File: src/dfc_pkg.sv
// Shared constants, state encoding and decode helpers for the two-part command device logic.
// Assumes a single clock at 25 MHz that stands for the rising crossing of the differential clock.
package dfc_pkg;

  localparam int CLK_PERIOD_NS  = 40;
  localparam int DLL_LOCK_CLKS  = 200;
  localparam int INIT_REF_MIN   = 2;
  localparam int REF_MIN_AVG_NS = 400;
  localparam int REF_WIN_CNT    = 8;
  localparam int REF_WIN_NS     = REF_WIN_CNT * REF_MIN_AVG_NS;
  localparam int REF_WIN_CYC    = (REF_WIN_NS + CLK_PERIOD_NS - 1) / CLK_PERIOD_NS;

  localparam int BANK_W = 2;
  localparam int ADDR_W = 15;
  localparam int COL_W  = 7;
  localparam int MR_W   = 10;

  localparam int WLEN_B0_BIT  = 14;
  localparam int WLEN_B1_BIT  = 13;
  localparam int MR_ZERO_MSB  = 14;
  localparam int MR_ZERO_LSB  = 8;

  localparam logic [BANK_W-1:0] MR_SEL_BASE = 2'h0;
  localparam logic [BANK_W-1:0] MR_SEL_EXT  = 2'h1;

  localparam int MR_BL_BIT    = 0;
  localparam int MR_BT_BIT    = 3;
  localparam int MR_CL_LSB    = 4;
  localparam int EMR_DLL_BIT  = 0;
  localparam int EMR_DRV_BIT  = 1;
  localparam int EMR_STRB_BIT = 2;

  localparam logic [MR_W-1:0] MR_RST  = 10'h000;
  localparam logic [MR_W-1:0] EMR_RST = 10'h000;

  typedef enum logic [2:0] {
    ST_IDLE   = 3'b000,
    ST_ROW_RD = 3'b001,
    ST_ROW_WR = 3'b010,
    ST_PDOWN  = 3'b011,
    ST_SELF   = 3'b100
  } dfc_state_t;

  // Number of words a write really stores; zero marks the reserved code.
  function automatic logic [2:0] wlen_words(input logic burst4, input logic b0, input logic b1);
    if (!burst4)
      wlen_words = b0 ? 3'h1 : 3'h2;
    else
      case ({b0, b1})
        2'b10:   wlen_words = 3'h4;
        2'b01:   wlen_words = 3'h2;
        2'b11:   wlen_words = 3'h1;
        default: wlen_words = 3'h0;
      endcase
  endfunction

endpackage

File: src/dfc_init_if.sv
// Links the command decoder with the initialisation and refresh tracker.
// Assumes both ends run on the same clock.
`timescale 1ns/1ps
interface dfc_init_if;
  logic ext_load;
  logic mode_load;
  logic refresh;
  logic ready;
  logic ref_err;
  modport main (output ext_load, output mode_load, output refresh, input ready, input ref_err);
  modport trk  (input ext_load, input mode_load, input refresh, output ready, output ref_err);
endinterface

File: src/dfc_cmd_core.sv
// Command capture, two-part decode, mode registers, power-down and self-refresh control.
// Assumes command pins are driven by a controller on the same clock; the power-down pin may rise at any time.
`timescale 1ns/1ps

module dfc_cmd_core (
  input  wire logic                        clk,             // Device clock, rising edge.
  input  wire logic                        rstn,            // Synchronous reset, active low.
  input  wire logic                        cs_n,            // Chip select, active low.
  input  wire logic                        function_select, // Read-open high, write-open low.
  input  wire logic [dfc_pkg::BANK_W-1:0]  bank,            // Bank select.
  input  wire logic [dfc_pkg::ADDR_W-1:0]  addr,            // Address A14 to A0.
  input  wire logic                        power_down_n,    // Power-down pin, active low.
  output logic                             rd_stb,          // Read decoded, one cycle.
  output logic                             wr_stb,          // Write decoded, one cycle.
  output logic                             ref_stb,         // Auto-refresh decoded, one cycle.
  output logic                             mode_stb,        // Mode load taken, one cycle.
  output logic                             ext_stb,         // Extended mode load taken, one cycle.
  output logic                             wlen_reserved,   // Reserved write length code, one cycle.
  output logic [dfc_pkg::BANK_W-1:0]       acc_bank,        // Bank of the current access.
  output logic [dfc_pkg::ADDR_W-1:0]       row_part_address,    // Row part of the access.
  output logic [dfc_pkg::COL_W-1:0]        column_part_address, // Column part of the access.
  output logic [2:0]                       write_words,     // Words stored by the last write.
  output logic [dfc_pkg::MR_W-1:0]         mode_reg,        // Mode register contents.
  output logic [dfc_pkg::MR_W-1:0]         ext_mode_reg,    // Extended mode register contents.
  output logic                             dll_on,          // Delay-locked loop enabled.
  output logic                             ready,           // Normal operation allowed.
  output logic                             ref_pace_err,    // Refresh too dense, one cycle.
  output logic                             in_power_down,   // Power-down state.
  output logic                             in_self_refresh, // Self-refresh state.
  output logic                             input_active,    // Input buffers awake.
  output logic                             dq_oe            // Data output enable.
);
  localparam int CNT_W = 4;

  dfc_init_if link ();

  dfc_pkg::dfc_state_t state, next_state;

  logic                       cs_q, fn_q, pd_q;
  logic [dfc_pkg::BANK_W-1:0] ba_q;
  logic [dfc_pkg::ADDR_W-1:0] a_q;
  logic                       next_rd, next_wr, next_ref, next_mode, next_ext, next_rsv;
  logic [dfc_pkg::BANK_W-1:0] next_bank;
  logic [dfc_pkg::ADDR_W-1:0] next_row;
  logic [dfc_pkg::COL_W-1:0]  next_col;
  logic [2:0]                 next_words;
  logic [dfc_pkg::MR_W-1:0]   next_mr, next_emr;
  logic [CNT_W-1:0]           rd_cnt, next_rd_cnt;
  logic                       next_oe;
  logic                       burst4;
  logic [2:0]                 read_latency;
  logic [CNT_W-1:0]           burst_cyc;
  logic                       mr_addr_ok;

  // Pins are captured once on the rising edge before any decode looks at them.
  always_ff @(posedge clk)
  begin
    if (!rstn)
    begin
      cs_q <= 1'b1;
      fn_q <= 1'b0;
      pd_q <= 1'b1;
      ba_q <= '0;
      a_q  <= '0;
    end
    else
    begin
      cs_q <= cs_n;
      fn_q <= function_select;
      pd_q <= power_down_n;
      ba_q <= bank;
      a_q  <= addr;
    end
  end

  assign burst4       = mode_reg[dfc_pkg::MR_BL_BIT];
  assign read_latency = mode_reg[dfc_pkg::MR_CL_LSB +: 3];
  assign burst_cyc    = burst4 ? 4'h2 : 4'h1;
  assign mr_addr_ok   = a_q[dfc_pkg::MR_ZERO_MSB:dfc_pkg::MR_ZERO_LSB] == '0;

  always_comb
  begin
    next_state = state;
    next_rd    = 1'b0;
    next_wr    = 1'b0;
    next_ref   = 1'b0;
    next_mode  = 1'b0;
    next_ext   = 1'b0;
    next_rsv   = 1'b0;
    next_bank  = acc_bank;
    next_row   = row_part_address;
    next_col   = column_part_address;
    next_words = write_words;
    next_mr    = mode_reg;
    next_emr   = ext_mode_reg;
    case (state)
      dfc_pkg::ST_IDLE:
        if (!pd_q)
          next_state = cs_q ? dfc_pkg::ST_PDOWN : dfc_pkg::ST_IDLE;
        else if (!cs_q)
        begin
          next_state = fn_q ? dfc_pkg::ST_ROW_RD : dfc_pkg::ST_ROW_WR;
          next_bank  = ba_q;
          next_row   = a_q;
        end
      dfc_pkg::ST_ROW_RD:
      begin
        next_state = dfc_pkg::ST_IDLE;
        if (cs_q)
        begin
          next_rd  = 1'b1;
          next_col = a_q[dfc_pkg::COL_W-1:0];
        end
        else if (mr_addr_ok)
        begin
          if (ba_q == dfc_pkg::MR_SEL_EXT)
          begin
            next_ext = 1'b1;
            next_emr = {ba_q, a_q[7:0]};
          end
          else
          begin
            next_mode = 1'b1;
            next_mr   = {ba_q, a_q[7:0]};
          end
        end
      end
      dfc_pkg::ST_ROW_WR:
      begin
        next_state = dfc_pkg::ST_IDLE;
        if (cs_q)
        begin
          next_wr    = 1'b1;
          next_col   = a_q[dfc_pkg::COL_W-1:0];
          next_words = dfc_pkg::wlen_words(burst4, a_q[dfc_pkg::WLEN_B0_BIT], a_q[dfc_pkg::WLEN_B1_BIT]);
          next_rsv   = next_words == 3'h0;
        end
        else
        begin
          next_ref = 1'b1;
          if (!pd_q)
            next_state = dfc_pkg::ST_SELF;
        end
      end
      dfc_pkg::ST_PDOWN, dfc_pkg::ST_SELF:
        if (pd_q && cs_q)
          next_state = dfc_pkg::ST_IDLE;
      default:
        next_state = dfc_pkg::ST_IDLE;
    endcase
  end

  // Read bursts drive the data pins only after read latency and never before ready.
  always_comb
  begin
    next_rd_cnt = (rd_cnt != '0) ? rd_cnt - 1'b1 : rd_cnt;
    if (next_rd && ready)
      next_rd_cnt = CNT_W'(read_latency) + burst_cyc;
    next_oe = ready && next_rd_cnt != '0 && next_rd_cnt <= burst_cyc;
  end

  always_ff @(posedge clk)
  begin
    if (!rstn)
    begin
      state               <= dfc_pkg::ST_IDLE;
      rd_stb              <= 1'b0;
      wr_stb              <= 1'b0;
      ref_stb             <= 1'b0;
      mode_stb            <= 1'b0;
      ext_stb             <= 1'b0;
      wlen_reserved       <= 1'b0;
      acc_bank            <= '0;
      row_part_address    <= '0;
      column_part_address <= '0;
      write_words         <= 3'h0;
      mode_reg            <= dfc_pkg::MR_RST;
      ext_mode_reg        <= dfc_pkg::EMR_RST;
      rd_cnt              <= '0;
      dq_oe               <= 1'b0;
    end
    else
    begin
      state               <= next_state;
      rd_stb              <= next_rd;
      wr_stb              <= next_wr;
      ref_stb             <= next_ref;
      mode_stb            <= next_mode;
      ext_stb             <= next_ext;
      wlen_reserved       <= next_rsv;
      acc_bank            <= next_bank;
      row_part_address    <= next_row;
      column_part_address <= next_col;
      write_words         <= next_words;
      mode_reg            <= next_mr;
      ext_mode_reg        <= next_emr;
      rd_cnt              <= next_rd_cnt;
      dq_oe               <= next_oe;
    end
  end

  assign link.ext_load  = ext_stb;
  assign link.mode_load = mode_stb;
  assign link.refresh   = ref_stb;
  assign ready          = link.ready;
  assign ref_pace_err   = link.ref_err;
  assign dll_on         = ext_mode_reg[dfc_pkg::EMR_DLL_BIT];
  assign in_power_down  = state == dfc_pkg::ST_PDOWN;
  assign in_self_refresh = state == dfc_pkg::ST_SELF;
  // Wake-up follows the pin directly so exit does not wait for a clock edge.
  assign input_active   = !(in_power_down || in_self_refresh) || (power_down_n && cs_n);

  dfc_init_tracker #(
    .HIST (dfc_pkg::REF_WIN_CNT)
  ) u_trk (
    .clk  (clk),
    .rstn (rstn),
    .link (link)
  );
endmodule // dfc_cmd_core

File: src/dfc_init_tracker.sv
// Tracks the power-up sequence and flags auto-refresh operations that come too close together.
// Assumes one-cycle event pulses from the command decoder on the same clock.
`timescale 1ns/1ps
module dfc_init_tracker #(
  parameter int HIST = dfc_pkg::REF_WIN_CNT
) (
  input wire logic clk,  // Device clock.
  input wire logic rstn, // Synchronous reset, active low.
  dfc_init_if.trk  link  // Events in, readiness out.
);
  localparam int DLL_W = $clog2(dfc_pkg::DLL_LOCK_CLKS + 1);
  localparam int AGE_W = $clog2(dfc_pkg::REF_WIN_CYC + 1);
  localparam logic [DLL_W-1:0] DLL_END = DLL_W'(dfc_pkg::DLL_LOCK_CLKS);
  localparam logic [AGE_W-1:0] AGE_MAX = AGE_W'(dfc_pkg::REF_WIN_CYC);
  localparam logic [1:0]       REF_MIN = 2'(dfc_pkg::INIT_REF_MIN);

  logic             ext_seen, next_ext_seen;
  logic             mode_seen, next_mode_seen;
  logic             ready, next_ready;
  logic             err, next_err;
  logic [1:0]       ref_cnt, next_ref_cnt;
  logic [DLL_W-1:0] dll_cnt, next_dll_cnt;
  logic [AGE_W-1:0] age [HIST];
  logic [AGE_W-1:0] next_age [HIST];
  logic [HIST-1:0]  vld, next_vld;
  logic [DLL_W-1:0] gap, next_gap;

  always_comb
  begin
    next_ext_seen  = ext_seen | link.ext_load;
    next_mode_seen = mode_seen | link.mode_load;
    next_ref_cnt   = (link.refresh && ref_cnt != REF_MIN) ? ref_cnt + 2'h1 : ref_cnt;
    next_dll_cnt   = dll_cnt;
    if (link.ext_load && !ready)
      next_dll_cnt = '0;
    else if (ext_seen && dll_cnt != DLL_END)
      next_dll_cnt = dll_cnt + 1'b1;
    next_ready = ready | (ext_seen && mode_seen && ref_cnt == REF_MIN && dll_cnt == DLL_END);
    next_vld   = link.refresh ? {vld[HIST-2:0], 1'b1} : vld;
    for (int i = 0; i < HIST; i++)
      next_age[i] = (age[i] == AGE_MAX) ? age[i] : age[i] + 1'b1;
    // A refresh shifts the history so the entry at the end is the eighth one back.
    if (link.refresh)
    begin
      next_age[0] = '0;
      for (int i = 1; i < HIST; i++)
        next_age[i] = age[i-1];
    end
    next_err = link.refresh && vld[HIST-1] && age[HIST-1] < AGE_MAX;
  end

  // Cycles since the last extended mode load, counted apart from the lock counter.
  always_comb
  begin
    next_gap = gap;
    if (link.ext_load)
      next_gap = '0;
    else if (gap != '1)
      next_gap = gap + 1'b1;
  end

  always_ff @(posedge clk)
  begin
    if (!rstn)
      gap <= '0;
    else
      gap <= next_gap;
  end

  always_ff @(posedge clk)
  begin
    if (!rstn)
    begin
      ext_seen  <= 1'b0;
      mode_seen <= 1'b0;
      ready     <= 1'b0;
      err       <= 1'b0;
      ref_cnt   <= 2'h0;
      dll_cnt   <= '0;
      vld       <= '0;
      for (int i = 0; i < HIST; i++)
        age[i] <= '0;
    end
    else
    begin
      ext_seen  <= next_ext_seen;
      mode_seen <= next_mode_seen;
      ready     <= next_ready;
      err       <= next_err;
      ref_cnt   <= next_ref_cnt;
      dll_cnt   <= next_dll_cnt;
      vld       <= next_vld;
      age       <= next_age;
    end
  end

  assign link.ready   = ready;
  assign link.ref_err = err;
endmodule // dfc_init_tracker

File: config.mk
export PLATFORM = sky130hd
export DESIGN_NAME = dfc_cmd_core
export DESIGN_NICKNAME = d
export VERILOG_FILES = /design/src/dfc_pkg.sv /design/src/dfc_init_if.sv /design/src/dfc_cmd_core.sv /design/src/dfc_init_tracker.sv
export SDC_FILE = /design/constraint.sdc
export NUM_CORES = 1
export LEC_CHECK = 0
export CAP_MARGIN = 20
export CORE_MARGIN = 2
export CORE_UTILIZATION = 50
export DETAILED_ROUTE_END_ITERATION = 12
export DONT_BUFFER_PORTS = 1
export GPL_TIMING_DRIVEN = 0
export SYNTH_ARGS = -nofsm -noshare
export SYNTH_HDL_FRONTEND = slang
export SYNTH_SLANG_ARGS = --single-unit
File: constraint.sdc
create_clock -name clk -period 3.5 [get_ports clk]
set_clock_uncertainty 0.15 [all_clocks]
set_input_delay 0.7 -clock clk [delete_from_list [all_inputs] [get_ports clk]]
set_output_delay 0.7 -clock clk [all_outputs]
set_load 0.02 [all_outputs]
* Yosys cells after proc, flatten, opt, wreduce, memory -nomap -nowiden *
Index checks and enable logic that the tools add are counted.

storage, ports and cells
  word-level logic and storage cells = 150
  output and inout bits = 60
  bits of input ports = 22
  register bits after elaboration = 159

operators by class
  mux-type cells = 29
  equality and inequality tests = 29
  reduce and logical (&&, ||, !) cells = 35
  order comparisons = 2
  add/subtract/negate cells = 12
  bitwise logic cells = 8

operator list
  cell                                                                    count
  7-bit by 1-bit adder with 7-bit output (second input constant)          8
  7-bit equality test (second input constant)                             8
  49-bit 2-to-1 mux                                                       1
  7-bit 2-to-1 mux                                                        7
  3-bit 2-to-1 mux                                                        8
  2-bit != test (second input constant)                                   9
  3-bit case mux with 3 select lines                                      2
  1-bit logical AND                                                       13
  8-bit by 1-bit adder with 8-bit output (second input constant)          1
  8-bit equality test (second input constant)                             1
  2-bit 2-to-1 mux                                                        4
  4-bit 2-to-1 mux                                                        2
  8-bit != test (second input constant)                                   1
  2-bit AND reduction                                                     4
  4-bit AND reduction                                                     2
  4-bit nonzero test                                                      2
  2-bit OR reduction                                                      4
  7-bit logical NOT                                                       1
  7-bit < comparator (second input constant)                              1
  2-bit equality test (second input constant)                             3
  3-bit by 2-bit equality test with 1-bit output (second input constant)  2
  3-bit logical NOT                                                       2
  3-bit AND reduction                                                     2
  1-bit 2-to-1 mux                                                        5
  other kinds (13)                                                        22

* Logic depth before layout (Yosys ltp) *
Gate-level depths: netlist of run 1.

  word-level depth = 7
  mapped depth = 11
  mapped depth without buffers = 11

* Modules after synthesis *
Synthesis of run 1 repeated with hierarchy kept, for this count alone.

unflattened totals
  cell total of the unflattened synthesis = 771
  area, all modules = 7094.3 um2

modules (own cells, without submodules)
  module            instances  seq. area each (um2)  area each (um2)  cells an instance
  dfc_init_tracker  1          1561.5                4100.2           463
  dfc_cmd_core      1          1621.6                2994.1           308

* Least setup slack after synthesis of run 1 *
Ideal clock, no wire load.

  path kind = register to register
  from = reg mode_reg[0] in the netlist's numbering
  to = reg dq_oe
  buffers on the path = 0
  data required time = 3271 ps
  cell stages (with the launch flop) = 11
  clock period less this slack = 2632 ps
  setup time = 79 ps
  data arrival time = 2403 ps
  setup slack = 868 ps
  cell sequence = dfxtp_1 inv_1 ha_1 fa_1 mux2i_1 inv_1 ha_1 nor2b_1 o21ai_0 o2111ai_1 a211oi_2

on the way
  cells in the longest elaborated chain, start to end = 6
  elaborated cells on any way between the ends = 7
  classes of those cells = 1 x add/sub; 1 x order compare; 2 x mux; 3 x reduce/logical

ends and longest elaborated chain
  item                                                                                                    RTL line             RTL
  from (decl)                                                                                             dfc_cmd_core.sv:23   output logic [dfc_pkg::MR_W-1:0] mode_reg,
  from (signal assigned)                                                                                  dfc_cmd_core.sv:177  mode_reg <= dfc_pkg::MR_RST;
  from (signal assigned)                                                                                  dfc_cmd_core.sv:195  mode_reg <= next_mr;
  2-bit 2-to-1 mux *                                                                                      dfc_cmd_core.sv:78   assign burst_cyc = burst4 ? 4'h2 : 4'h1;
  3-bit by 2-bit adder with 4-bit output *                                                                dfc_cmd_core.sv:158  next_rd_cnt = CNT_W'(read_latency) + burst_cyc;
  4-bit 2-to-1 mux *                                                                                      dfc_cmd_core.sv:157  if (next_rd && ready)
  via next_rd_cnt[1]                                                                                      dfc_cmd_core.sv:48   logic [CNT_W-1:0] rd_cnt, next_rd_cnt;
  parallel branches: the longest is 2 deep, another holds 4-bit by 2-bit <= comparator with 1-bit output  --
  1-bit logical AND *                                                                                     dfc_cmd_core.sv:159  next_oe = ready && next_rd_cnt != '0 && next_rd_cnt <= burst_cyc;
  to (signal assigned)                                                                                    dfc_cmd_core.sv:198  dq_oe <= next_oe;
  to (decl)                                                                                               dfc_cmd_core.sv:31   output logic dq_oe

Mark *: on every way through the listed nets, which the timed path passes.
A chain may end at the register's enable or synchronous reset.

* Final worst setup path of run 1 *
Ends and elaborated chain as after synthesis.

==> results of run 1 <==
==> cell families after synthesis <==
| family | Yosys count | share of synthesized area |
|---|---|---|
| flops | 159 | 0.463 |
| mux | 54 | 0.0788 |
| fa+ha+maj | 25 | 0.0466 |
| xor+xnor | 51 | 0.0650 |
| buf+inv | 65 | 0.0399 |
| simple gates | 316 | 0.224 |
| compound gates | 91 | 0.0828 |
==> through the flow <==
step	utilization	total power (W)	setup WS, ns	area, sq um
floorplan	-	0.00231	0.868	6870
global placement	0.531	0.00240	0.522	7090
detailed placement	0.531	0.00242	0.483	7090
CTS	0.572	0.00412	0.435	7630
global route	0.572	0.00426	0.229	7630
finish	0.572	0.00409	0.443	7630
==> Yosys cell counts, types with 2 or more instances <==
cell,instances,share of area
mux2i_1,53,0.077
dfxtp_1,159,0.46
xor2_1,31,0.040
nor4bb_1,6,0.0087
and3_1,19,0.017
and2_1,22,0.020
buf_4,3,0.0033
nor3b_1,9,0.0098
xnor2_1,20,0.025
and4_1,2,0.0025
nand4_1,8,0.0073
o2111ai_1,2,0.0025
nand3_1,26,0.019
inv_2,2,0.0011
ha_1,24,0.044
a21oi_1,42,0.031
nand2b_1,9,0.0082
nor2b_1,4,0.0036
buf_1,2,0.0011
o211a_1,4,0.0058
buf_2,9,0.0066
nand2_1,87,0.048
o21ai_0,11,0.0080
nor3_1,4,0.0029
nor2_1,109,0.060
inv_1,27,0.015
nor4_2,3,0.0055
clkbuf_1,21,0.011
a211oi_1,23,0.025
==> critical path, stage by stage (launching register included) <==
cell and delay, ns:
dfxtp_1 0.63, inv_1 0.17, ha_1 0.27, fa_1 0.46, mux2i_1 0.31, inv_1 0.11
ha_1 0.30, nor2b_1 0.13, o21ai_0 0.14, o2111ai_1 0.15, a211oi_2 0.17
==> final cells by class <==
| cell class | count | area share |
|---|---|---|
| plain buffers | 36 | 0.0216 |
| clock buffers | 19 | 0.0567 |
| clock inverters | 13 | 0.0134 |
| inverters | 29 | 0.0143 |
| multi-input cells | 537 | 0.448 |
| flip-flops and latches | 159 | 0.417 |
| well taps | 176 | 0.0289 |
==> power by group <==
group          internal [W]  switching, W  leakage (nW)  total (W)
combinational      0.000180      0.000242          1.69   0.000422
clock              0.000922      0.000780         0.268    0.00170
sequential          0.00188     0.0000861          1.29    0.00197
total               0.00298       0.00111          3.25    0.00409
==> metal layers <==
layer / GRT usage / vias to the layer above / wire (microns) / share of wire
li1: - / 2613 / - / -
met1: 0.326 / 2472 / 7850 / 0.47
met2: 0.369 / 108 / 7630 / 0.46
met3: 0.0625 / 15 / 962 / 0.058
met4: 0.0848 / 0 / 210 / 0.013
met5: 0 / - / 0 / 0
==> worst paths after layout <==
| kind | endpoint | slack (ns) | cells after the start |
|---|---|---|---|
| setup reg to reg | dq_oe | 0.44 | 10 |
| hold reg to reg | row_part_address[9] | 0.32 | 2 |
| setup / recovery | dq_oe | 0.44 | 10 |
| hold / removal | cs_q | 0.23 | 1 |
==> metrics.md, run 1 <==
| Metric | Value |
|---|---|
| Crit-path max FO | 7 |
| GRT overflow | 0 |
| Leakage | 3.25 nW |
| First drt pass iteration count | 5 |
| Post-DP HPWL | 11,500 microns |
| Area occupied by multi-input gates | 0.00342 sq mm |
| Max-slew headroom | 0.422 |
| Vias per cell | 5.37 |
| FF+latch count, synth | 159 |
| Pwr Density | 536 mW/mm^2 |
| Top FF cell, synth | dfxtp_1 |
| HP Start | cs_n |
| Element type at the critical path start | flop |
| Placer Congestion | 0.824 |
| Net count after synthesis | 808 |
| Worst slew pin tran | 0.859 ns |
| Average size of a mapped cell | 9.03 sq um |
| RSZ-0062 raised after global routing | no |
| Setup Buffers After CTS | 0 |
| Final Hold Fails | 0 |
| Storage cell area | 0.00318 sq mm |
| Synth async-reset ratio | 0 |
| FP Rows | 42 |
| CTS tree | built |
| Post-Synthesis Cells | 761 |
| CTS Root Cell | clkbuf_16 |
| Worst EP required | 3.69 ns |
| Unique masters post-synth | 49 |
| Die X | 121 microns |
| CTS Sinks | 159 |
| Final Max Slew Viols | 0 |
| Clk Latency, worst-skew pair | 0.42 ns |
| Clk buf depth | 2 |
| Initial antenna violation count | 0 |
| Min cycle time layout | 3.06 ns |
| Layout cell share with drive strength beyond 1 | 0.0681 |
| # H-tree levels | 4 |
| Layout Nets | 827 |
| Post-CTS Resized | 0 |
| Vias | 5,208 |
| Most frequent cells in the layout | dfxtp_1, nor2_1, nand2_1 |
| Starting DRT DRC Count | 357 |
| Ys Warns | 0 |
| Routed Antenna Nets | 0 |
| Global-route wire length before repair | 27,100 microns |
| Cts bufs inserted | 17 |
| Antenna cells | 0 |
| Worst-path clk slew | 0.07 ns |
| Most flops, register | u_trk.age |
| Port bufs | 0 |
| DR WL/cell | 17.2 microns |
| Drt drc | 0 |
| Top Registers | u_trk.age x56, a_q x15, row_part_address x15 |
| Seq/Total Area, Yosys | 0.463 |
| FMAX | 0.327 GHz |
| Netlist Area Pre-Place | 0.00687 sq mm |
| Hold/Removal Path Class | in -> reg |
| Inst Count DP | 937 |
| Setup-failing EPs final | 0 |
| Hold_buf cts | 0 |
| Largest net degree at the start of global routing | 17 |
| I/O pin count | 82 |
| Worst path arrival time | 3.25 ns |
| Die ar. | 0.0147 sq mm |
| Die height | 121 microns |
| Detailed Route WL | 16,700 microns |
| Critical Setup Path Class | reg -> reg |
| Crit path capture type | flop |
| Final worst-path cycle share | 0.873 |
| Layout area overhead | 11.0% |
| Commonest non-fill, non-tap cell in the layout | dfxtp_1 |
| Hold_ws | 0.227 ns |
| Gr usage total | 0.240 |
| Placeable Area | 0.0133 sq mm |
| Max reg flops | 56 |
| Post-synth EDFFs | 0 |
| Status | finished clean |
| Number of max-cap violations | 0 |
| Fin cells | 969 |
| VDD IR max | 0.000342 V |
| Sum of negative setup slack | 0 ns |
| Worst Setup SP | mode_reg[0] |
| Layout fillers | 1,261 |
| Number of global-route vias before repair | 5,117 |
| Worst flop-to-flop path startpoint | mode_reg[0] |
| Initial cell density of the core | 0.515 |
Power figures use the tool's default switching activity.
==> run 2: changes to the inputs <==
--- a/config.mk
+++ b/config.mk
@@ -11,6 +11,7 @@
 export DETAILED_ROUTE_END_ITERATION = 12
 export DONT_BUFFER_PORTS = 1
 export GPL_TIMING_DRIVEN = 0
+export MAX_ROUTING_LAYER = met4
 export SYNTH_ARGS = -nofsm -noshare
 export SYNTH_HDL_FRONTEND = slang
 export SYNTH_SLANG_ARGS = --single-unit
==> constraint.sdc (replaced) <==
create_clock -name clk -period 2.9 [get_ports clk]
set_clock_uncertainty 0.15 [all_clocks]
set_input_delay 0.58 -clock clk [delete_from_list [all_inputs] [get_ports clk]]
set_output_delay 0.58 -clock clk [all_outputs]
set_load 0.02 [all_outputs]
==> metrics.md, run 2 (synthesis gave the netlist of run 1 again) <==
| Metric | Value |
|---|---|
| Final Max Slew Viols | 0 (unchanged) |
| Number of max-cap violations | 0 (unchanged) |
| Starting DRT DRC Count | 350 (-2.0%) |
| Util after Layout | 0.573 (+0.00178) |
| Layout cell share with drive strength beyond 1 | 0.0718 (+0.00369) |
| Hold Crit Depth | 1 (unchanged) |
| Status | finished clean |
| Worst-path clk slew | 0.07 ns (about the same) |
| Max stage delay cell, worst path | fa_1 |
| Max-slew headroom | 0.415 (-0.00743) |
| Vias per cell | 5.39 (+0.26%) |
| Worst EP required | 3.09 ns (-0.60 ns) |
| Reg2Reg Capture Point | dq_oe |
| Critical Setup Path Class | reg -> reg |
| Post-placement setup slack | -0.117 ns (-0.600 ns) |
| Drt drc | 0 (unchanged) |
| Clk buf depth | 2 (unchanged) |
| Number of global-route vias before repair | 5,118 (+0.020%) |
| Commonest non-fill, non-tap cell in the layout | dfxtp_1 |
| Final worst-path cycle share | 0.920 (+0.0468) |
| Initial antenna violation count | 0 (unchanged) |
| HP Start | power_down_n |
| Hold/Removal Path Class | in -> reg |
| Worst flop-to-flop path startpoint | mode_reg[0] |
| Clk Latency, worst-skew pair | 0.42 ns (about the same) |
| Layout Nets | 828 (+0.12%) |
| Most flops, register | u_trk.age |
| Routed Antenna Nets | 0 (unchanged) |
| Most frequent cells in the layout | dfxtp_1, nor2_1, nand2_1 |
| Die X | 121 microns (unchanged) |
| Final Hold Fails | 0 (unchanged) |
| RSZ-0062 raised after global routing | no |
| Worst path max stage delay | 0.50 ns (-0.13 ns) |
| Final WS setup | 0.231 ns (-0.212 ns) |
| Inst Count DP | 937 (unchanged) |
| Placeable Area | 0.0133 sq mm (unchanged) |
| Worst hold endpoint | pd_q |
| Met2 usage | 0.370 (+0.000702) |
| Die height | 121 microns (unchanged) |
| Critical Path, Cell by Cell | inv_1 -> ha_1 -> fa_1 -> mux2i_4 -> inv_1 -> ha_1 -> nor2b_1 -> o21ai_0 -> o2111ai_1 -> a211oi_2 |
| First drt pass iteration count | 5 (unchanged) |
| Placed Area | 0.00709 sq mm (unchanged) |
| Largest net degree at the start of global routing | 17 (unchanged) |
| Crit path capture type | flop |
| Cts bufs inserted | 17 (unchanged) |
| Top Registers | u_trk.age x56, a_q x15, row_part_address x15 |
| Met1 usage | 0.328 (+0.00208) |
| Element type at the critical path start | flop |
| FP Rows | 42 (unchanged) |
| Detailed Route WL | 16,800 microns (+0.97%) |
| VDD IR max | 0.000414 V (+21%) |
| Worst path arrival time | 2.86 ns (-0.39 ns) |
| Fin cells | 970 (+0.10%) |
| Leakage | 3.26 nW (+0.27%) |
| I/O pin count | 82 (unchanged) |
| Worst slew pin tran | 0.871 ns (+0.0111 ns) |
| DR WL/cell | 17.3 microns (+0.87%) |
| Vias | 5,227 (+0.36%) |
| Register-to-Register Setup Slack | 0.23 ns (-0.21 ns) |
| Design area | 0.00765 sq mm (+0.31%) |
| Crit-path max FO | 7 (unchanged) |
| Antenna cells | 0 (unchanged) |
| Hold_ws | 0.108 ns (-0.119 ns) |
| Gr usage total | 0.246 (+0.00660) |
| Layout fillers | 1,258 (-0.24%) |
| Global-route wire length before repair | 27,000 microns (-0.15%) |
| Layout area overhead | 11.3% |
| CTS tree | built |
| CTS Root Cell | clkbuf_16 |
| Busiest grt layer | met2 |
| Min cycle time layout | 2.67 ns (-0.388 ns) |
| # H-tree levels | 4 (unchanged) |
| Reg2Reg Depth | 10 (unchanged) |
| Max reg flops | 56 (unchanged) |
| Port bufs | 0 (unchanged) |
| GRT overflow | 0 (unchanged) |
| FMAX | 0.375 GHz (+15%) |
| Post-DP HPWL | 11,500 microns (unchanged) |
| Placer Congestion | 0.836 (+1.5%) |
| Met3 Use GR | 0.0578 (-0.00470) |
| Die ar. | 0.0147 sq mm (unchanged) |
| Initial cell density of the core | 0.515 (unchanged) |
| Pwr Density | 649 mW/mm^2 (+21%) |
| Setup-failing EPs final | 0 (unchanged) |
| CTS Sinks | 159 (unchanged) |
run 2: area by class of cell:
class                   instances  area, sq um  area share
plain buffers                  36          165      0.0216
well taps                     176          220      0.0288
clock buffers                  19          433      0.0566
inverters                      29          109      0.0142
clock inverters                13          103      0.0134
flip-flops and latches        159         3190       0.416
repair buffers                  1         7.51    0.000981
multi-input cells             537         3430       0.448
run 2: stage by stage:
step | setup TNS, ns | total power (W)
final | 0 | 0.00496
after global routing | 0 | 0.00517
after CTS | 0 | 0.00498
after detailed placement | -0.117 | 0.00292
after global placement | -0.0783 | 0.00290
after floorplan | 0 | 0.00279
run 2: routing by layer:
| layer | vias to the layer above | wire length (microns) |
|---|---|---|
| met4 | 0 | 214 |
| met5 | - | 0 |
| met1 | 2503 | 8020 |
| met2 | 105 | 7730 |
| li1 | 2604 | - |
| met3 | 15 | 864 |
run 2: how the worst max path moves through the flow:
stage	start	endpoint	slack [ns]
6_report	mode_reg[0]	dq_oe	0.23
5_1_grt	mode_reg[0]	dq_oe	0.07
4_1_cts	mode_reg[0]	dq_oe	0.03
3_5_place_dp	mode_reg[0]	dq_oe	-0.12
3_3_place_gp	mode_reg[0]	dq_oe	-0.08
2_1_floorplan	mode_reg[0]	dq_oe	0.27
run 2: report_power, final:
group	switching [W]	leakage, nW	internal (W)
registers	0.000105	1.29	0.00227
clock network	0.000942	0.268	0.00111
logic	0.000305	1.70	0.000231
total	0.00135	3.26	0.00361
run 2: worst max-delay path: cells and delay by family, from the launching register on:
kind | cells | cell delay [ns]
buffers and inverters | 2 | 0.19
adder cells (fa/ha/maj) | 3 | 1.03
AO/OA/AOI/OAI | 3 | 0.47
AND/OR/NAND/NOR | 1 | 0.13
flip-flops | 1 | 0.43
multiplexers | 1 | 0.20
run 2: what timing repair did:
item	4_1_cts	5_1_grt
resized for setup	1	3
buffers inserted	0	1
hold buffers	0	0
endpoints found under the setup margin	1	1
